[config.mk]
export PLATFORM = sky130hd
export DESIGN_NAME = occ_channel
export DESIGN_NICKNAME = d
export VERILOG_FILES = /design/src/occ_pkg.sv /design/src/occ_sync.sv /design/src/occ_channel.sv
export SDC_FILE = /design/constraint.sdc
export NUM_CORES = 1
export LEC_CHECK = 0
export ABC_AREA = 1
export BUFFER_PORTS_ARGS = -buffer_cell sky130_fd_sc_hd__buf_4
export CAP_MARGIN = 30
export CORE_UTILIZATION = 35
export DETAILED_ROUTE_END_ITERATION = 7
export MAX_ROUTING_LAYER = met4
export PLACE_DENSITY = 0.7
export SYNTH_ARGS = -nofsm -noshare
export SYNTH_HDL_FRONTEND = slang
export SYNTH_SLANG_ARGS = --single-unit
[constraint.sdc]
create_clock -name hclk -period 3.1 [get_ports hclk]
set_clock_uncertainty 0.05 [all_clocks]
set_input_delay 0.31 -clock hclk [delete_from_list [all_inputs] [get_ports hclk]]
set_output_delay 0.31 -clock hclk [all_outputs]
set_load 0.02 [all_outputs]
[src/occ_pkg.sv]
package occ_pkg;

    // register byte addresses
    localparam logic [7:0] OCC_ADDR_CTRL = 8'h00;
    localparam logic [7:0] OCC_ADDR_STATUS = 8'h04;
    localparam logic [7:0] OCC_ADDR_MASK = 8'h08;

    // control register field positions
    localparam int OCC_BIT_IDLE_STOP = 13;
    localparam int OCC_BIT_FAULT_FLAG = 4;
    localparam int OCC_BIT_TSEL = 3;
    localparam int OCC_MODE_LSB = 0;

    // status and mask field positions
    localparam int OCC_ST_EDGE = 0;
    localparam int OCC_ST_FAULT = 1;
    localparam int OCC_ST_WIDTH = 2;

    // reset values
    localparam logic [1:0] OCC_MASK_RESET = 2'h0;
    localparam logic [15:0] OCC_COUNT_ZERO = 16'h0000;

    // channels that may raise a dma trigger
    localparam int OCC_DMA_CH_FIRST = 1;
    localparam int OCC_DMA_CH_LAST = 2;

    typedef enum logic [2:0] {
        OCC_MODE_OFF = 3'h0,
        OCC_MODE_SET_HIGH = 3'h1,
        OCC_MODE_SET_LOW = 3'h2,
        OCC_MODE_TOGGLE = 3'h3,
        OCC_MODE_SINGLE_PULSE = 3'h4,
        OCC_MODE_CONT_PULSE = 3'h5,
        OCC_MODE_PWM = 3'h6,
        OCC_MODE_PWM_FAULT = 3'h7
    } occ_mode_t;

    // pulse sequencer for the dual compare modes
    typedef enum logic [2:0] {
        OCC_PS_ARM = 3'h1,
        OCC_PS_HIGH = 3'h2,
        OCC_PS_DONE = 3'h4
    } occ_pulse_t;

    typedef struct packed {
        logic idle_stop;
        logic fault_flag;
        logic timebase_select;
        occ_mode_t compare_mode;
    } occ_ctrl_t;

    typedef struct packed {
        logic [15:0] timebase_a;
        logic [15:0] timebase_b;
        logic [15:0] primary_compare_value;
        logic [15:0] secondary_compare_value;
    } occ_timing_t;

endpackage : occ_pkg

[src/occ_sync.sv]
`timescale 1ns/10ps
module occ_sync #(
    parameter int WIDTH = 1
) (
    // clock and reset
    input wire logic hclk,
    input wire logic hresetn,
    // asynchronous level in, synchronised level out
    input wire logic [WIDTH-1:0] async_in,
    output logic [WIDTH-1:0] sync_out
);
    logic [WIDTH-1:0] stage1;

    // stage1 feeds only sync_out to keep metastability contained
    always_ff @(posedge hclk or negedge hresetn) begin
        if (!hresetn) begin
            stage1 <= '0;
            sync_out <= '0;
        end else begin
            stage1 <= async_in;
            sync_out <= stage1;
        end
    end
endmodule : occ_sync

[src/occ_channel.sv]
`timescale 1ns/10ps
module occ_channel
    import occ_pkg::*;
#(
    parameter int CHANNEL_INDEX = 1
) (
    // clock and reset
    input wire logic hclk,
    input wire logic hresetn,
    // ahb-lite slave
    input wire logic hsel,
    input wire logic [31:0] haddr,
    input wire logic [1:0] htrans,
    input wire logic hwrite,
    input wire logic [2:0] hsize,
    input wire logic [31:0] hwdata,
    input wire logic hready,
    output logic [31:0] hrdata,
    output logic hreadyout,
    output logic hresp,
    // timers and compare values, same clock
    input wire occ_timing_t timing,
    // system state, same clock
    input wire logic cpu_idle,
    input wire logic gpio_level,
    // pins
    input wire logic fault_input,
    output logic compare_output_pin,
    // events
    output logic irq,
    output logic dma_request
);

    ////////////////////////////////////////////////////////////////////////
    // declarations

    occ_ctrl_t ctrl;
    logic [OCC_ST_WIDTH-1:0] status;
    logic [OCC_ST_WIDTH-1:0] mask;
    logic [OCC_ST_WIDTH-1:0] next_status;
    occ_pulse_t pulse_state;
    occ_pulse_t next_pulse_state;
    logic [15:0] duty;
    logic [15:0] next_duty;
    logic next_pin;
    logic next_fault_flag;
    logic fault_sync;
    logic fault_prev;
    logic fault_fall;
    logic [15:0] count;
    logic match_pri;
    logic match_sec;
    logic match_duty;
    logic rollover;
    logic halted;
    logic pin_rise;
    logic pin_fall;
    logic edge_event;
    logic fault_event;
    logic dp_write;
    logic [7:0] dp_addr;
    logic addr_phase;
    logic wr_ctrl;
    occ_mode_t new_mode;

    ////////////////////////////////////////////////////////////////////////
    // fault pin synchroniser and edge detect

    occ_sync #(
        .WIDTH(1)
    ) u_fault_sync (
        .hclk(hclk),
        .hresetn(hresetn),
        .async_in(fault_input),
        .sync_out(fault_sync)
    );

    // reset low like the synchroniser, so the idle-high pin gives no false fall after release
    always_ff @(posedge hclk or negedge hresetn) begin
        if (!hresetn) begin
            fault_prev <= 1'b0;
        end else begin
            fault_prev <= fault_sync;
        end
    end

    assign fault_fall = fault_prev & ~fault_sync;

    ////////////////////////////////////////////////////////////////////////
    // ahb-lite slave: zero wait states, always okay

    assign addr_phase = hsel & hready & htrans[1];
    assign wr_ctrl = dp_write & (dp_addr == OCC_ADDR_CTRL);
    assign new_mode = occ_mode_t'(hwdata[OCC_MODE_LSB +: 3]);

    always_ff @(posedge hclk or negedge hresetn) begin
        if (!hresetn) begin
            dp_write <= 1'b0;
            dp_addr <= 8'h00;
        end else begin
            dp_write <= addr_phase & hwrite;
            dp_addr <= haddr[7:0];
        end
    end

    always_ff @(posedge hclk or negedge hresetn) begin
        if (!hresetn) begin
            hreadyout <= 1'b1;
            hresp <= 1'b0;
        end else begin
            hreadyout <= 1'b1;
            hresp <= 1'b0;
        end
    end

    // read data is fetched in the address phase so it stands for the whole data phase
    always_ff @(posedge hclk or negedge hresetn) begin
        if (!hresetn) begin
            hrdata <= 32'h00000000;
        end else if (addr_phase && !hwrite) begin
            hrdata <= 32'h00000000;
            case (haddr[7:0])
                OCC_ADDR_CTRL: begin
                    hrdata[OCC_BIT_IDLE_STOP] <= ctrl.idle_stop;
                    hrdata[OCC_BIT_FAULT_FLAG] <= ctrl.fault_flag;
                    hrdata[OCC_BIT_TSEL] <= ctrl.timebase_select;
                    hrdata[OCC_MODE_LSB +: 3] <= ctrl.compare_mode;
                end
                OCC_ADDR_STATUS: begin
                    hrdata[OCC_ST_WIDTH-1:0] <= status;
                end
                OCC_ADDR_MASK: begin
                    hrdata[OCC_ST_WIDTH-1:0] <= mask;
                end
                default: begin
                    hrdata <= 32'h00000000;
                end
            endcase
        end
    end

    ////////////////////////////////////////////////////////////////////////
    // control and mask registers

    // the timer should be stopped around this write; a match in the same cycle is dropped
    // one process owns the whole control struct, fault flag included
    always_ff @(posedge hclk or negedge hresetn) begin
        if (!hresetn) begin
            ctrl.idle_stop <= 1'b0;
            ctrl.fault_flag <= 1'b0;
            ctrl.timebase_select <= 1'b0;
            ctrl.compare_mode <= OCC_MODE_OFF;
        end else begin
            ctrl.fault_flag <= next_fault_flag;
            if (wr_ctrl) begin
                ctrl.idle_stop <= hwdata[OCC_BIT_IDLE_STOP];
                ctrl.timebase_select <= hwdata[OCC_BIT_TSEL];
                ctrl.compare_mode <= new_mode;
            end
        end
    end

    always_ff @(posedge hclk or negedge hresetn) begin
        if (!hresetn) begin
            mask <= OCC_MASK_RESET;
        end else if (dp_write && dp_addr == OCC_ADDR_MASK) begin
            mask <= hwdata[OCC_ST_WIDTH-1:0];
        end
    end

    ////////////////////////////////////////////////////////////////////////
    // compare path

    assign count = ctrl.timebase_select ? timing.timebase_b : timing.timebase_a;
    assign match_pri = (count == timing.primary_compare_value);
    assign match_sec = (count == timing.secondary_compare_value);
    assign match_duty = (count == duty);
    assign rollover = (count == OCC_COUNT_ZERO);
    assign halted = ctrl.idle_stop & cpu_idle;

    ////////////////////////////////////////////////////////////////////////
    // waveform generator

    always_comb begin
        next_pin = compare_output_pin;
        next_pulse_state = pulse_state;
        next_duty = duty;
        next_fault_flag = ctrl.fault_flag;
        fault_event = 1'b0;
        if (wr_ctrl) begin
            // entering a mode sets the initial pin level
            next_pulse_state = OCC_PS_ARM;
            // a fault arriving with the write still sets the flag
            if (ctrl.compare_mode == OCC_MODE_PWM_FAULT && fault_fall && !ctrl.fault_flag) begin
                fault_event = 1'b1;
                next_fault_flag = 1'b1;
            end else begin
                next_fault_flag = 1'b0;
            end
            next_duty = timing.primary_compare_value;
            case (new_mode)
                OCC_MODE_OFF: next_pin = gpio_level;
                OCC_MODE_SET_HIGH: next_pin = 1'b0;
                OCC_MODE_SET_LOW: next_pin = 1'b1;
                OCC_MODE_TOGGLE: next_pin = compare_output_pin;
                OCC_MODE_SINGLE_PULSE: next_pin = 1'b0;
                OCC_MODE_CONT_PULSE: next_pin = 1'b0;
                OCC_MODE_PWM: next_pin = (timing.primary_compare_value != OCC_COUNT_ZERO);
                OCC_MODE_PWM_FAULT: next_pin = (timing.primary_compare_value != OCC_COUNT_ZERO);
                default: next_pin = 1'b0;
            endcase
        end else if (ctrl.compare_mode == OCC_MODE_OFF) begin
            next_pin = gpio_level;
        end else if (!halted) begin
            case (ctrl.compare_mode)
                OCC_MODE_SET_HIGH: begin
                    if (match_pri) next_pin = 1'b1;
                end
                OCC_MODE_SET_LOW: begin
                    if (match_pri) next_pin = 1'b0;
                end
                OCC_MODE_TOGGLE: begin
                    if (match_pri) next_pin = ~compare_output_pin;
                end
                OCC_MODE_SINGLE_PULSE, OCC_MODE_CONT_PULSE: begin
                    case (pulse_state)
                        OCC_PS_ARM: begin
                            if (match_pri) begin
                                next_pin = 1'b1;
                                next_pulse_state = OCC_PS_HIGH;
                            end
                        end
                        OCC_PS_HIGH: begin
                            if (match_sec) begin
                                next_pin = 1'b0;
                                // single pulse stops here; continuous re-arms
                                if (ctrl.compare_mode == OCC_MODE_CONT_PULSE) begin
                                    next_pulse_state = OCC_PS_ARM;
                                end else begin
                                    next_pulse_state = OCC_PS_DONE;
                                end
                            end
                        end
                        OCC_PS_DONE: begin
                            next_pin = 1'b0;
                        end
                        default: begin
                            next_pulse_state = OCC_PS_ARM;
                        end
                    endcase
                end
                OCC_MODE_PWM, OCC_MODE_PWM_FAULT: begin
                    if (ctrl.compare_mode == OCC_MODE_PWM_FAULT && fault_fall && !ctrl.fault_flag) begin
                        fault_event = 1'b1;
                        next_fault_flag = 1'b1;
                    end
                    if (next_fault_flag) begin
                        // pin stays low until the mode is written again
                        next_pin = 1'b0;
                    end else if (rollover) begin
                        next_duty = timing.secondary_compare_value;
                        next_pin = (timing.secondary_compare_value != OCC_COUNT_ZERO);
                    end else if (match_duty) begin
                        next_pin = 1'b0;
                    end
                end
                default: begin
                    next_pin = compare_output_pin;
                end
            endcase
        end
    end

    always_ff @(posedge hclk or negedge hresetn) begin
        if (!hresetn) begin
            compare_output_pin <= 1'b0;
            pulse_state <= OCC_PS_ARM;
            duty <= OCC_COUNT_ZERO;
        end else begin
            compare_output_pin <= next_pin;
            pulse_state <= next_pulse_state;
            duty <= next_duty;
        end
    end


    ////////////////////////////////////////////////////////////////////////
    // interrupt events

    assign pin_rise = next_pin & ~compare_output_pin;
    assign pin_fall = ~next_pin & compare_output_pin;

    // mode entry changes the pin too, but that is not a compare event
    always_comb begin
        edge_event = 1'b0;
        if (!wr_ctrl) begin
            case (ctrl.compare_mode)
                OCC_MODE_SET_HIGH: edge_event = pin_rise;
                OCC_MODE_SET_LOW: edge_event = pin_fall;
                OCC_MODE_TOGGLE: edge_event = pin_rise | pin_fall;
                OCC_MODE_SINGLE_PULSE: edge_event = pin_fall;
                OCC_MODE_CONT_PULSE: edge_event = pin_fall;
                default: edge_event = 1'b0;
            endcase
        end
    end

    // a set in the same cycle as the clearing read wins
    always_comb begin
        next_status = status;
        if (addr_phase && !hwrite && haddr[7:0] == OCC_ADDR_STATUS) begin
            next_status = '0;
        end
        if (edge_event) next_status[OCC_ST_EDGE] = 1'b1;
        if (fault_event) next_status[OCC_ST_FAULT] = 1'b1;
    end

    always_ff @(posedge hclk or negedge hresetn) begin
        if (!hresetn) begin
            status <= '0;
        end else begin
            status <= next_status;
        end
    end

    always_ff @(posedge hclk or negedge hresetn) begin
        if (!hresetn) begin
            irq <= 1'b0;
        end else begin
            irq <= |(next_status & mask);
        end
    end

    always_ff @(posedge hclk or negedge hresetn) begin
        if (!hresetn) begin
            dma_request <= 1'b0;
        end else begin
            dma_request <= edge_event && CHANNEL_INDEX >= OCC_DMA_CH_FIRST
                           && CHANNEL_INDEX <= OCC_DMA_CH_LAST;
        end
    end

endmodule : occ_channel

## Word level (Yosys, flattened, before mapping)

Index checks and enable logic that the tools add are counted.

| word-level totals | value |
|---|---|
| bits of input ports | 141 |
| bits in registers | 50 |
| output and inout port bits | 37 |
| logic and storage cells | 135 |

| cells by class | value |
|---|---|
| reduce and logical (&&, ||, !) cells | 26 |
| bitwise operators | 13 |
| muxes and demuxes | 50 |
| equality and inequality tests | 29 |

Operator list:

| cell | number |
|---|---|
| 16-bit two-way mux | 7 |
| 16-bit equality test | 3 |
| 16-bit nonzero test | 2 |
| 1-bit two-way mux | 28 |
| 3-bit equality test, second input constant | 9 |
| 3-bit two-way mux | 8 |
| 8-bit by 4-bit equality test with 1-bit output, second input constant | 2 |
| 16-bit logical NOT | 1 |
| 8-bit logical NOT | 2 |
| 3-bit by 2-bit equality test with 1-bit output, second input constant | 5 |
| 1-bit case mux with 5 select lines | 2 |
| 3-bit by 1-bit equality test with 1-bit output, second input constant | 3 |
| 3-bit case mux with 3 select lines | 1 |
| 1-bit AND | 8 |
| 8-bit by 3-bit equality test with 1-bit output, second input constant | 1 |
| 2-bit OR reduction | 4 |
| 3-bit logical NOT | 2 |
| 2-bit != test, second input constant | 3 |
| 3-bit != test, second input constant | 2 |
| 1-bit case mux with 3 select lines | 2 |
| 2-bit case mux with 3 select lines | 1 |
| 6-bit AND reduction | 1 |
| 2-bit nonzero test | 3 |
| 3-bit OR reduction | 2 |
| other kinds (9) | 16 |

## Logic depth before layout (Yosys ltp)

Gate-level depths: netlist of the first run.

| depth | value |
|---|---|
| depth in word-level cells | 22 |
| depth in mapped cells | 29 |
| mapped depth without buffers | 27 |

## Modules after synthesis

A second synthesis of the first run with hierarchy kept.

| unflattened totals | value |
|---|---|
| cell total of the unflattened synthesis | 601 |
| area, all modules | 3819.9 sq um |

By module, submodules not included:

| module | cells each | times used | area an instance (sq um) | sequential area each (sq um) |
|---|---|---|---|---|
| occ_channel | 599 | 1 | 3769.9 | 1202.4 |
| occ_sync | 2 | 1 | 50.0 | 50.0 |

## Worst setup path after synthesis of the first run

No wires, ideal clock.

| timing | value |
|---|---|
| kind | register to register |
| start point | register ctrl[3] (netlist bit) |
| end point | register irq |
| data required time | 2.934 ns |
| slack | 0.005 ns |
| setup time | 0.116 ns |
| path buffers | 2 |
| clock period less this slack | 3.095 ns |
| data arrival time | 2.929 ns |
| cell stages (with the launch flop) | 25 |
| path through | dfrtp_1 buf_6 buf_6 nand2_1 nand2_2 xor2_1 a2111oi_2 nand4_1 ha_1 inv_1 o221ai_1 a21oi_1 nand2_1 nand2_1 nand2_1 nand2_2 nand2_1 ha_1 nor2_1 a21oi_1 nand2_1 nand2_2 nand2_2 nand2_1 nand2_1 |

| on the way | value |
|---|---|
| longest elaborated chain between the ends | 17 |
| elaborated cells on any way between the ends | 26 |
| classes of those cells | eq/ne: 3; mux: 16; bitwise: 5; reduce/logical: 2 |

RTL lines:

| element | RTL line | RTL |
|---|---|---|
| from (decl) | occ_channel.sv:37 | `occ_ctrl_t ctrl;` |
| 16-bit two-way mux (*) | occ_channel.sv:174 | `assign count = ctrl.timebase_select ? timing.timebase_b : timing.timebase_a;` |
| 16-bit equality test | occ_channel.sv:177 | `assign match_duty = (count == duty);` |
| 1-bit two-way mux | occ_channel.sv:263 | `end else if (match_duty) begin` |
| 1-bit two-way mux | occ_channel.sv:260 | `end else if (rollover) begin` |
| 1-bit two-way mux | occ_channel.sv:257 | `if (next_fault_flag) begin` |
| 1-bit case mux with 5 select lines (*) | occ_channel.sv:215 | `case (ctrl.compare_mode)` |
| 1-bit two-way mux (*) | occ_channel.sv:214 | `end else if (!halted) begin` |
| 1-bit two-way mux (*) | occ_channel.sv:212 | `end else if (ctrl.compare_mode == OCC_MODE_OFF) begin` |
| [2 not listed] | - |  |
| 1-bit AND | occ_channel.sv:291 | `assign pin_fall = ~next_pin & compare_output_pin;` |
| 1-bit OR | occ_channel.sv:300 | `OCC_MODE_TOGGLE: edge_event = pin_rise \| pin_fall;` |
| 1-bit case mux with 3 select lines (*) | occ_channel.sv:297 | `case (ctrl.compare_mode)` |
| 1-bit two-way mux (*) | occ_channel.sv:296 | `if (!wr_ctrl) begin` |
| 1-bit two-way mux (*) | occ_channel.sv:314 | `if (edge_event) next_status[OCC_ST_EDGE] = 1'b1;` |
| named net next_status[0] | occ_channel.sv:40 | `logic [OCC_ST_WIDTH-1:0] next_status;` |
| 2-bit AND (*) | occ_channel.sv:330 | `irq <= \|(next_status & mask);` |
| 2-bit OR reduction (*) | occ_channel.sv:330 |  |
| to (signal assigned) | occ_channel.sv:330 |  |
| to (decl) | occ_channel.sv:30 | `output logic irq,` |

The timed path passes the listed nets; every way through them passes the cells marked *.
A chain may end at the register's enable or synchronous reset.

## Worst setup path in the final report of the first run

Same ends and word-level chain as after synthesis.

==> impl_metrics.csv, run 1 <==
group,metric,value,unit
sta,period_needed,3.39,ns
synth,syn_inst,593,
synth,yosys_warnings,0,
hold_path,min_to,"u_fault_sync.stage1",
synth,ys_ff_latch,50,
route,wire_per_inst,13.6,µm
global_route,grt_max_degree,51,
place,gp_congestion,0.909,
power_and_ir_drop,p_per_area,286,nW/µm²
sta,tightest_slew,0.656,ns
place,placed_cells,856,
hold_path,min_path_cells,1,
place,portBuffers,94,
worst_setup_path,timing.setup.critical_path_class,"reg2reg",
status,status,"finished, violations left",
worst_setup_path,cpPeakStageDelay,0.41,ns
cells_and_area,syn_to_final_growth,36.9,%
floorplanning,start_util,0.361,
synth,syn_area,3910,µm²
clock_network,numCtsBuffers,5,
synth,synthFlopType,"dfrtp_1",
worst_setup_path,reg2reg_setup_slack,-0.29,ns
clock_network,insertion_delay,0.32,ns
worst_setup_path,reg2reg_from,"ctrl[3]",
power_and_ir_drop,netSwitchingFraction,0.320,
worst_setup_path,endpoint_kind,"flip-flop",
floorplanning,num_rows,38,
worst_setup_path,crit_slowest_cell,"dfrtp_2",
power_and_ir_drop,power_frac_comb,0.262,
cells_and_area,stdcell_count,885,
global_route,grt_use_total,0.217,
worst_setup_path,rr_endpoint,"irq",
sta,fin_ws,-0.291,ns
sta,clock.fmax,0.295,GHz
power_and_ir_drop,total_leakage_power,3.03,nW
place,post-place-ws,-0.425,ns
power_and_ir_drop,p_clk_frac,0.281,
route,remaining_drc_errors,0,
route,vias,4279,
global_route,grt_pass1_wl,19.0,mm
synth,synth_cell_types,38,
route,initialDrtViolationCount,300,
power_and_ir_drop,internal_power,1.04,mW
floorplanning,ios,178,
route,wirelength,12.1,mm
synth,synth_edf_count,0,
worst_setup_path,worstSetupStartpointType,"flip-flop",
sta,setup-tns-final,-0.775,ns
clock_network,cts_buffer_depth,2,
hold_path,hold_class,"in2reg",
status,violations,"negative setup slack",
cells_and_area,drive_gt1_frac,0.287,
cells_and_area,antenna_cells,0,
sta,drv_slew,0,
sta,relSlewSlack,0.563,
floorplanning,fp.coreArea,10800,µm²
sta,period_share,1.09,
power_and_ir_drop,p_sw,490,µW
sta,rsz0062_at_grt,"true",
clock_network,clock-sinks,50,
place,dpl.hpwl,8.98,mm
sta,setup_viol,3,
worst_setup_path,worst_ep_required_time,3.26,ns
sta,final_hold_viol_count,0,
worst_setup_path,crit_top_cell,"nand2_1",
floorplanning,die-area,11600,µm²
power_and_ir_drop,vdd_drop_max,0.147,mV
floorplanning,die-height,108,µm
clock_network,clkTransAtPathRegs,0.10,ns
hold_path,min-delay-start,"fault_input",
worst_setup_path,path_buf_inv,7,
route,ant_nets,0,
global_route,gr-total-overflow,0,
worst_setup_path,r2r_cells,29,
worst_setup_path,crit_family,"simple AND/OR/NAND/NOR gates",
power_and_ir_drop,p_seq_frac,0.457,
worst_setup_path,cp_data_arrival_time,3.55,ns
synth,syn_avg_cell_area,6.59,µm²
clock_network,cts_tree,"built",
route,via_per_inst,4.84,
worst_setup_path,cp_max_fo,6,
synth,yosysSeqAreaShare,0.320,
flow_run,drv_cap,0,
cells_and_area,nets,888,
global_route,antenna_found_initial,0,
global_route,grt_pass1_vias,3984,
floorplanning,die_w,108,µm
synth,async_flop_share,1.00,
clock_network,h-tree-depth,2,
power_and_ir_drop,power,1.53,mW
clock_network,root_buffer,"clkbuf_8",
route,dr.pass1.iters,7,
==> logic make-up (layout without fill, tap and decap cells) <==
kind of cell | after synthesis | after routing | share of synthesized area
xor gates and xnor gates | 10 | 10 | 0.0224
muxes | 2 | 2 | 0.00576
other | 2 | 28 | 0.00192
and+or+nand+nor | 324 | 324 | 0.362
DFF | 50 | 50 | 0.320
adders and majority gates | 3 | 3 | 0.00960
buffers and inverters | 129 | 255 | 0.163
AOI/OAI and AO/OA | 73 | 73 | 0.114
==> state kept, by name, indices dropped and copies added (netlist names), 2 cells and up <==
| register | cells |
|---|---|
| dp_addr | 8 |
| mask | 2 |
| ctrl | 6 |
| hrdata | 6 |
| duty | 16 |
| status | 2 |
| pulse_state | 3 |
==> per-layer routing <==
layer / track usage / vias to the layer above / share of wire
li1: - / 2114 / -
met4: 0.0460 / 0 / 0.010
met2: 0.364 / 136 / 0.50
met5: - / - / 0
met3: 0.0230 / 11 / 0.045
met1: 0.282 / 2018 / 0.44
==> cells in the mapped netlist (2+ instances only) <==
cell type	n	area, µm²
dfrtp_1	49	1230
nor4_1	9	56.3
buf_6	3	33.8
nand3_1	30	150
o2111ai_1	2	17.5
o211ai_1	19	143
nand2_1	198	743
a21oi_1	9	45.0
conb_1	2	7.51
nor3_1	10	50.1
clkbuf_1	6	22.5
buf_4	29	218
nor2_1	39	146
xor2_1	10	87.6
nand4_1	10	62.6
o21ai_0	34	170
nand2_2	19	119
nand2_4	5	56.3
mux2_2	2	22.5
o21ai_1	2	10.0
inv_1	86	323
o21a_1	2	15.0
ha_1	3	37.5
==> power groups by stage <==
stage	combinational [mW]	sequential [mW]	clock, mW
2_1_floorplan	0.213	0.709	0
3_3_place_gp	0.368	0.711	0
3_5_place_dp	0.375	0.712	0
4_1_cts	0.392	0.700	0.436
5_1_grt	0.442	0.704	0.451
6_report	0.402	0.701	0.430
==> per-stage QoR <==
| step | area [µm²] | hold WS (ns) | util |
|---|---|---|---|
| after detailed placement | 4930 | 0.285 | 0.455 |
| after CTS | 5280 | 0.0462 | 0.487 |
| final | 5350 | 0.0499 | 0.494 |
| after global routing | 5350 | 0.0448 | 0.494 |
| after global placement | 4930 | 0.285 | 0.455 |
| after floorplan | 4010 | -0.0356 | - |
==> final cells by class <==
| type | count | area (µm²) |
|---|---|---|
| Sequential cell | 50 | 1250 |
| Timing Repair Buffer | 157 | 1240 |
| Clock inverter | 2 | 17.5 |
| Multi-Input combinational cell | 440 | 2210 |
| Clock buffer | 6 | 82.6 |
| Timing Repair inverter | 2 | 25.0 |
| Tap cell | 140 | 175 |
| Inverter | 88 | 343 |
| Fill cell | 1093 | 5490 |
==> cell usage in the layout, fill, tap and decap left out, drive strengths merged <==
cell	Yosys	routed
mux2	2	2
o221ai	1	1
buf	35	156
o211ai	19	19
nor4	9	9
dfstp	1	1
o311ai	1	1
dlygate4sd3	0	1
o22ai	1	1
and3b	1	1
o21ai	36	36
nor3	10	10
clkinv	0	2
nand4	10	10
nand3	31	31
nor2	39	39
o21bai	1	1
inv	88	90
ha	3	3
xor2	10	10
a21oi	9	9
nand3b	1	1
dfrtp	49	49
o2111ai	2	2
or2	1	1
conb	2	28
a2111oi	1	1
o21a	2	2
clkbuf	6	6
nand2	222	222
==> worst max path at each step <==
stage / start / end / slack (ns) / cells past startpoint
global route: ctrl[3] / irq / -0.53 / 26
finish: ctrl[3] / irq / -0.29 / 29
floorplan: ctrl[3] / irq / 0.005 / 24
global placement: ctrl[3] / irq / -0.34 / 23
detailed placement: ctrl[3] / irq / -0.42 / 23
CTS: ctrl[3] / irq / -0.33 / 25
==> what timing repair did <==
action	4_1_cts	5_1_grt
hold buffers	1	0
gates resized for setup	26	9
pin swaps	15	9
setup endpoints to repair	3	4
cloned	2	0
endpoints found under the hold margin	28	0
buffers inserted	15	3
Note: power is estimated with default switching activity, not from simulation.
==> run 2: changes to the inputs <==
- RECOVER_POWER: default -> 50
==> impl_metrics.csv, run 2 (synthesized netlist as in run 1, its figures left out) <==
group,metric,value,unit
sta,relSlewSlack,0.138,
sta,period_share,1.10,
cells_and_area,regArea,1250,µm²
floorplanning,die-height,108,µm
sta,rsz0062_at_grt,"true",
clock_network,numCtsBuffers,5,
power_and_ir_drop,power_frac_comb,0.262,
global_route,grt_use_total,0.217,
clock_network,cts_buffer_depth,2,
route,remaining_drc_errors,0,
floorplanning,die_w,108,µm
clock_network,cts_tree,"built",
global_route,grt_pass1_wl,19.0,mm
cells_and_area,nets,888,
power_and_ir_drop,p_clk_frac,0.280,
worst_setup_path,timing.setup.critical_path_class,"reg2reg",
power_and_ir_drop,p_sw,489,µW
cells_and_area,final_common_cell,"nand2_1",
route,vias,4287,
clock_network,insertion_delay,0.32,ns
cells_and_area,antenna_cells,0,
worst_setup_path,worstSetupStartpointType,"flip-flop",
cells_and_area,fillCellCount,1095,
power_and_ir_drop,p_seq_frac,0.458,
cells_and_area,multi_input_area,2210,µm²
clock_network,root_buffer,"clkbuf_8",
power_and_ir_drop,total_leakage_power,3.02,nW
sta,drv_slew,0,
global_route,antenna_found_initial,0,
clock_network,h-tree-depth,2,
floorplanning,num_rows,38,
worst_setup_path,cpPeakStageDelay,0.42,ns
global_route,gr-total-overflow,0,
route,initialDrtViolationCount,304,
worst_setup_path,path_buf_inv,7,
route,ant_nets,0,
place,gp_congestion,0.909,
cells_and_area,drive_gt1_frac,0.286,
floorplanning,fp.coreArea,10800,µm²
route,via_per_inst,4.84,
status,violations,"negative setup slack",
route,wire_per_inst,13.6,µm
hold_path,hold_class,"in2reg",
sta,setup_viol,3,
cells_and_area,largest-register,"duty",
power_and_ir_drop,netSwitchingFraction,0.320,
place,placed_cells,856,
floorplanning,die-area,11600,µm²
sta,fin_ws,-0.298,ns
clock_network,clock-sinks,50,
worst_setup_path,crit_top_cell,"nand2_1",
flow_run,drv_cap,0,
worst_setup_path,cp_data_arrival_time,3.56,ns
floorplanning,start_util,0.361,
power_and_ir_drop,vdd_drop_max,0.147,mV
power_and_ir_drop,internal_power,1.04,mW
hold_path,min-delay-start,"fault_input",
route,wirelength,12.0,mm
cells_and_area,fin_util,0.493,
worst_setup_path,cp_max_fo,6,
place,dpl.hpwl,8.98,mm
floorplanning,ios,178,
worst_setup_path,crit_slowest_cell,"dfrtp_2",
sta,clock.fmax,0.294,GHz
global_route,grt_pass1_vias,3984,
cells_and_area,layout_common_cells,"nand2_1 (191), buf_4 (138), inv_1 (85)",
worst_setup_path,endpoint_kind,"flip-flop",
worst_setup_path,worst_ep_required_time,3.26,ns
sta,final_hold_viol_count,0,
power_and_ir_drop,p_per_area,286,nW/µm²
cells_and_area,stdcell_count,885,
sta,tightest_slew,1.29,ns
global_route,grt_max_degree,51,
place,post-place-ws,-0.425,ns
worst_setup_path,crit_start,"ctrl[3]",
clock_network,clkTransAtPathRegs,0.10,ns
cells_and_area,top_regs,"duty: 16 flops, dp_addr: 8 flops",
cells_and_area,syn_to_final_growth,36.7,%
status,status,"finished, violations left",
worst_setup_path,reg2reg_from,"ctrl[3]",
cells_and_area,largest_reg_flops,16,
sta,period_needed,3.40,ns
place,portBuffers,94,
worst_setup_path,crit_family,"simple AND/OR/NAND/NOR gates",
route,dr.pass1.iters,5,
-- run 2: metal layers --
layer  track usage  vias up  wire length [µm]
li1              -     2117                 -
met1         0.282     2018              5250
met2         0.364      141              6050
met3        0.0230       11               640
met4        0.0460        0               113
met5             -        -                 0
-- run 2: path summary, 6_finish.rpt --
check                                        end  slack, ns  cells past startpoint
hold reg to reg            u_fault_sync.sync_out       0.31                      0
setup reg to reg                             irq      -0.30                     29
min in group asynchronous             dp_addr[7]       0.77                      2
max in group asynchronous                ctrl[3]       1.37                      2
setup / recovery                             irq      -0.30                     29
hold / removal               u_fault_sync.stage1       0.07                      1
-- run 2: area by class of cell --
class | count | area share
Sequential cell | 50 | 0.235
Tap cell | 140 | 0.0328
Clock inverter | 2 | 0.00328
Timing Repair Buffer | 157 | 0.232
Inverter | 88 | 0.0641
Timing Repair inverter | 2 | 0.00468
Multi-Input combinational cell | 440 | 0.413
Clock buffer | 6 | 0.0154
-- run 2: what timing repair did --
item / CTS / global route
gates cloned: 2 / 0
pin swaps: 15 / 9
hold buffers: 1 / 0
endpoints found under the setup margin: 3 / 4
buffers inserted: 15 / 3
gates resized for setup: 26 / 9
endpoints found under the hold margin: 28 / 0
-- run 2: metrics by stage --
step	TNS, ns	hold slack [ns]	area [µm²]	power [mW]
4_1_cts	-0.874	0.0462	5280	1.53
6_report	-0.788	0.0727	5350	1.53
3_5_place_dp	-1.08	0.285	4930	1.09
2_1_floorplan	0	-0.0356	4010	0.923
5_1_grt	-1.59	0.0677	5350	1.60
3_3_place_gp	-0.834	0.285	4930	1.08
-- run 2: power by group through the flow --
stage	clock [mW]	combinational [mW]	sequential (mW)
2_1_floorplan	0	0.213	0.709
3_3_place_gp	0	0.368	0.711
3_5_place_dp	0	0.375	0.712
4_1_cts	0.436	0.392	0.700
5_1_grt	0.451	0.441	0.704
6_report	0.429	0.400	0.701
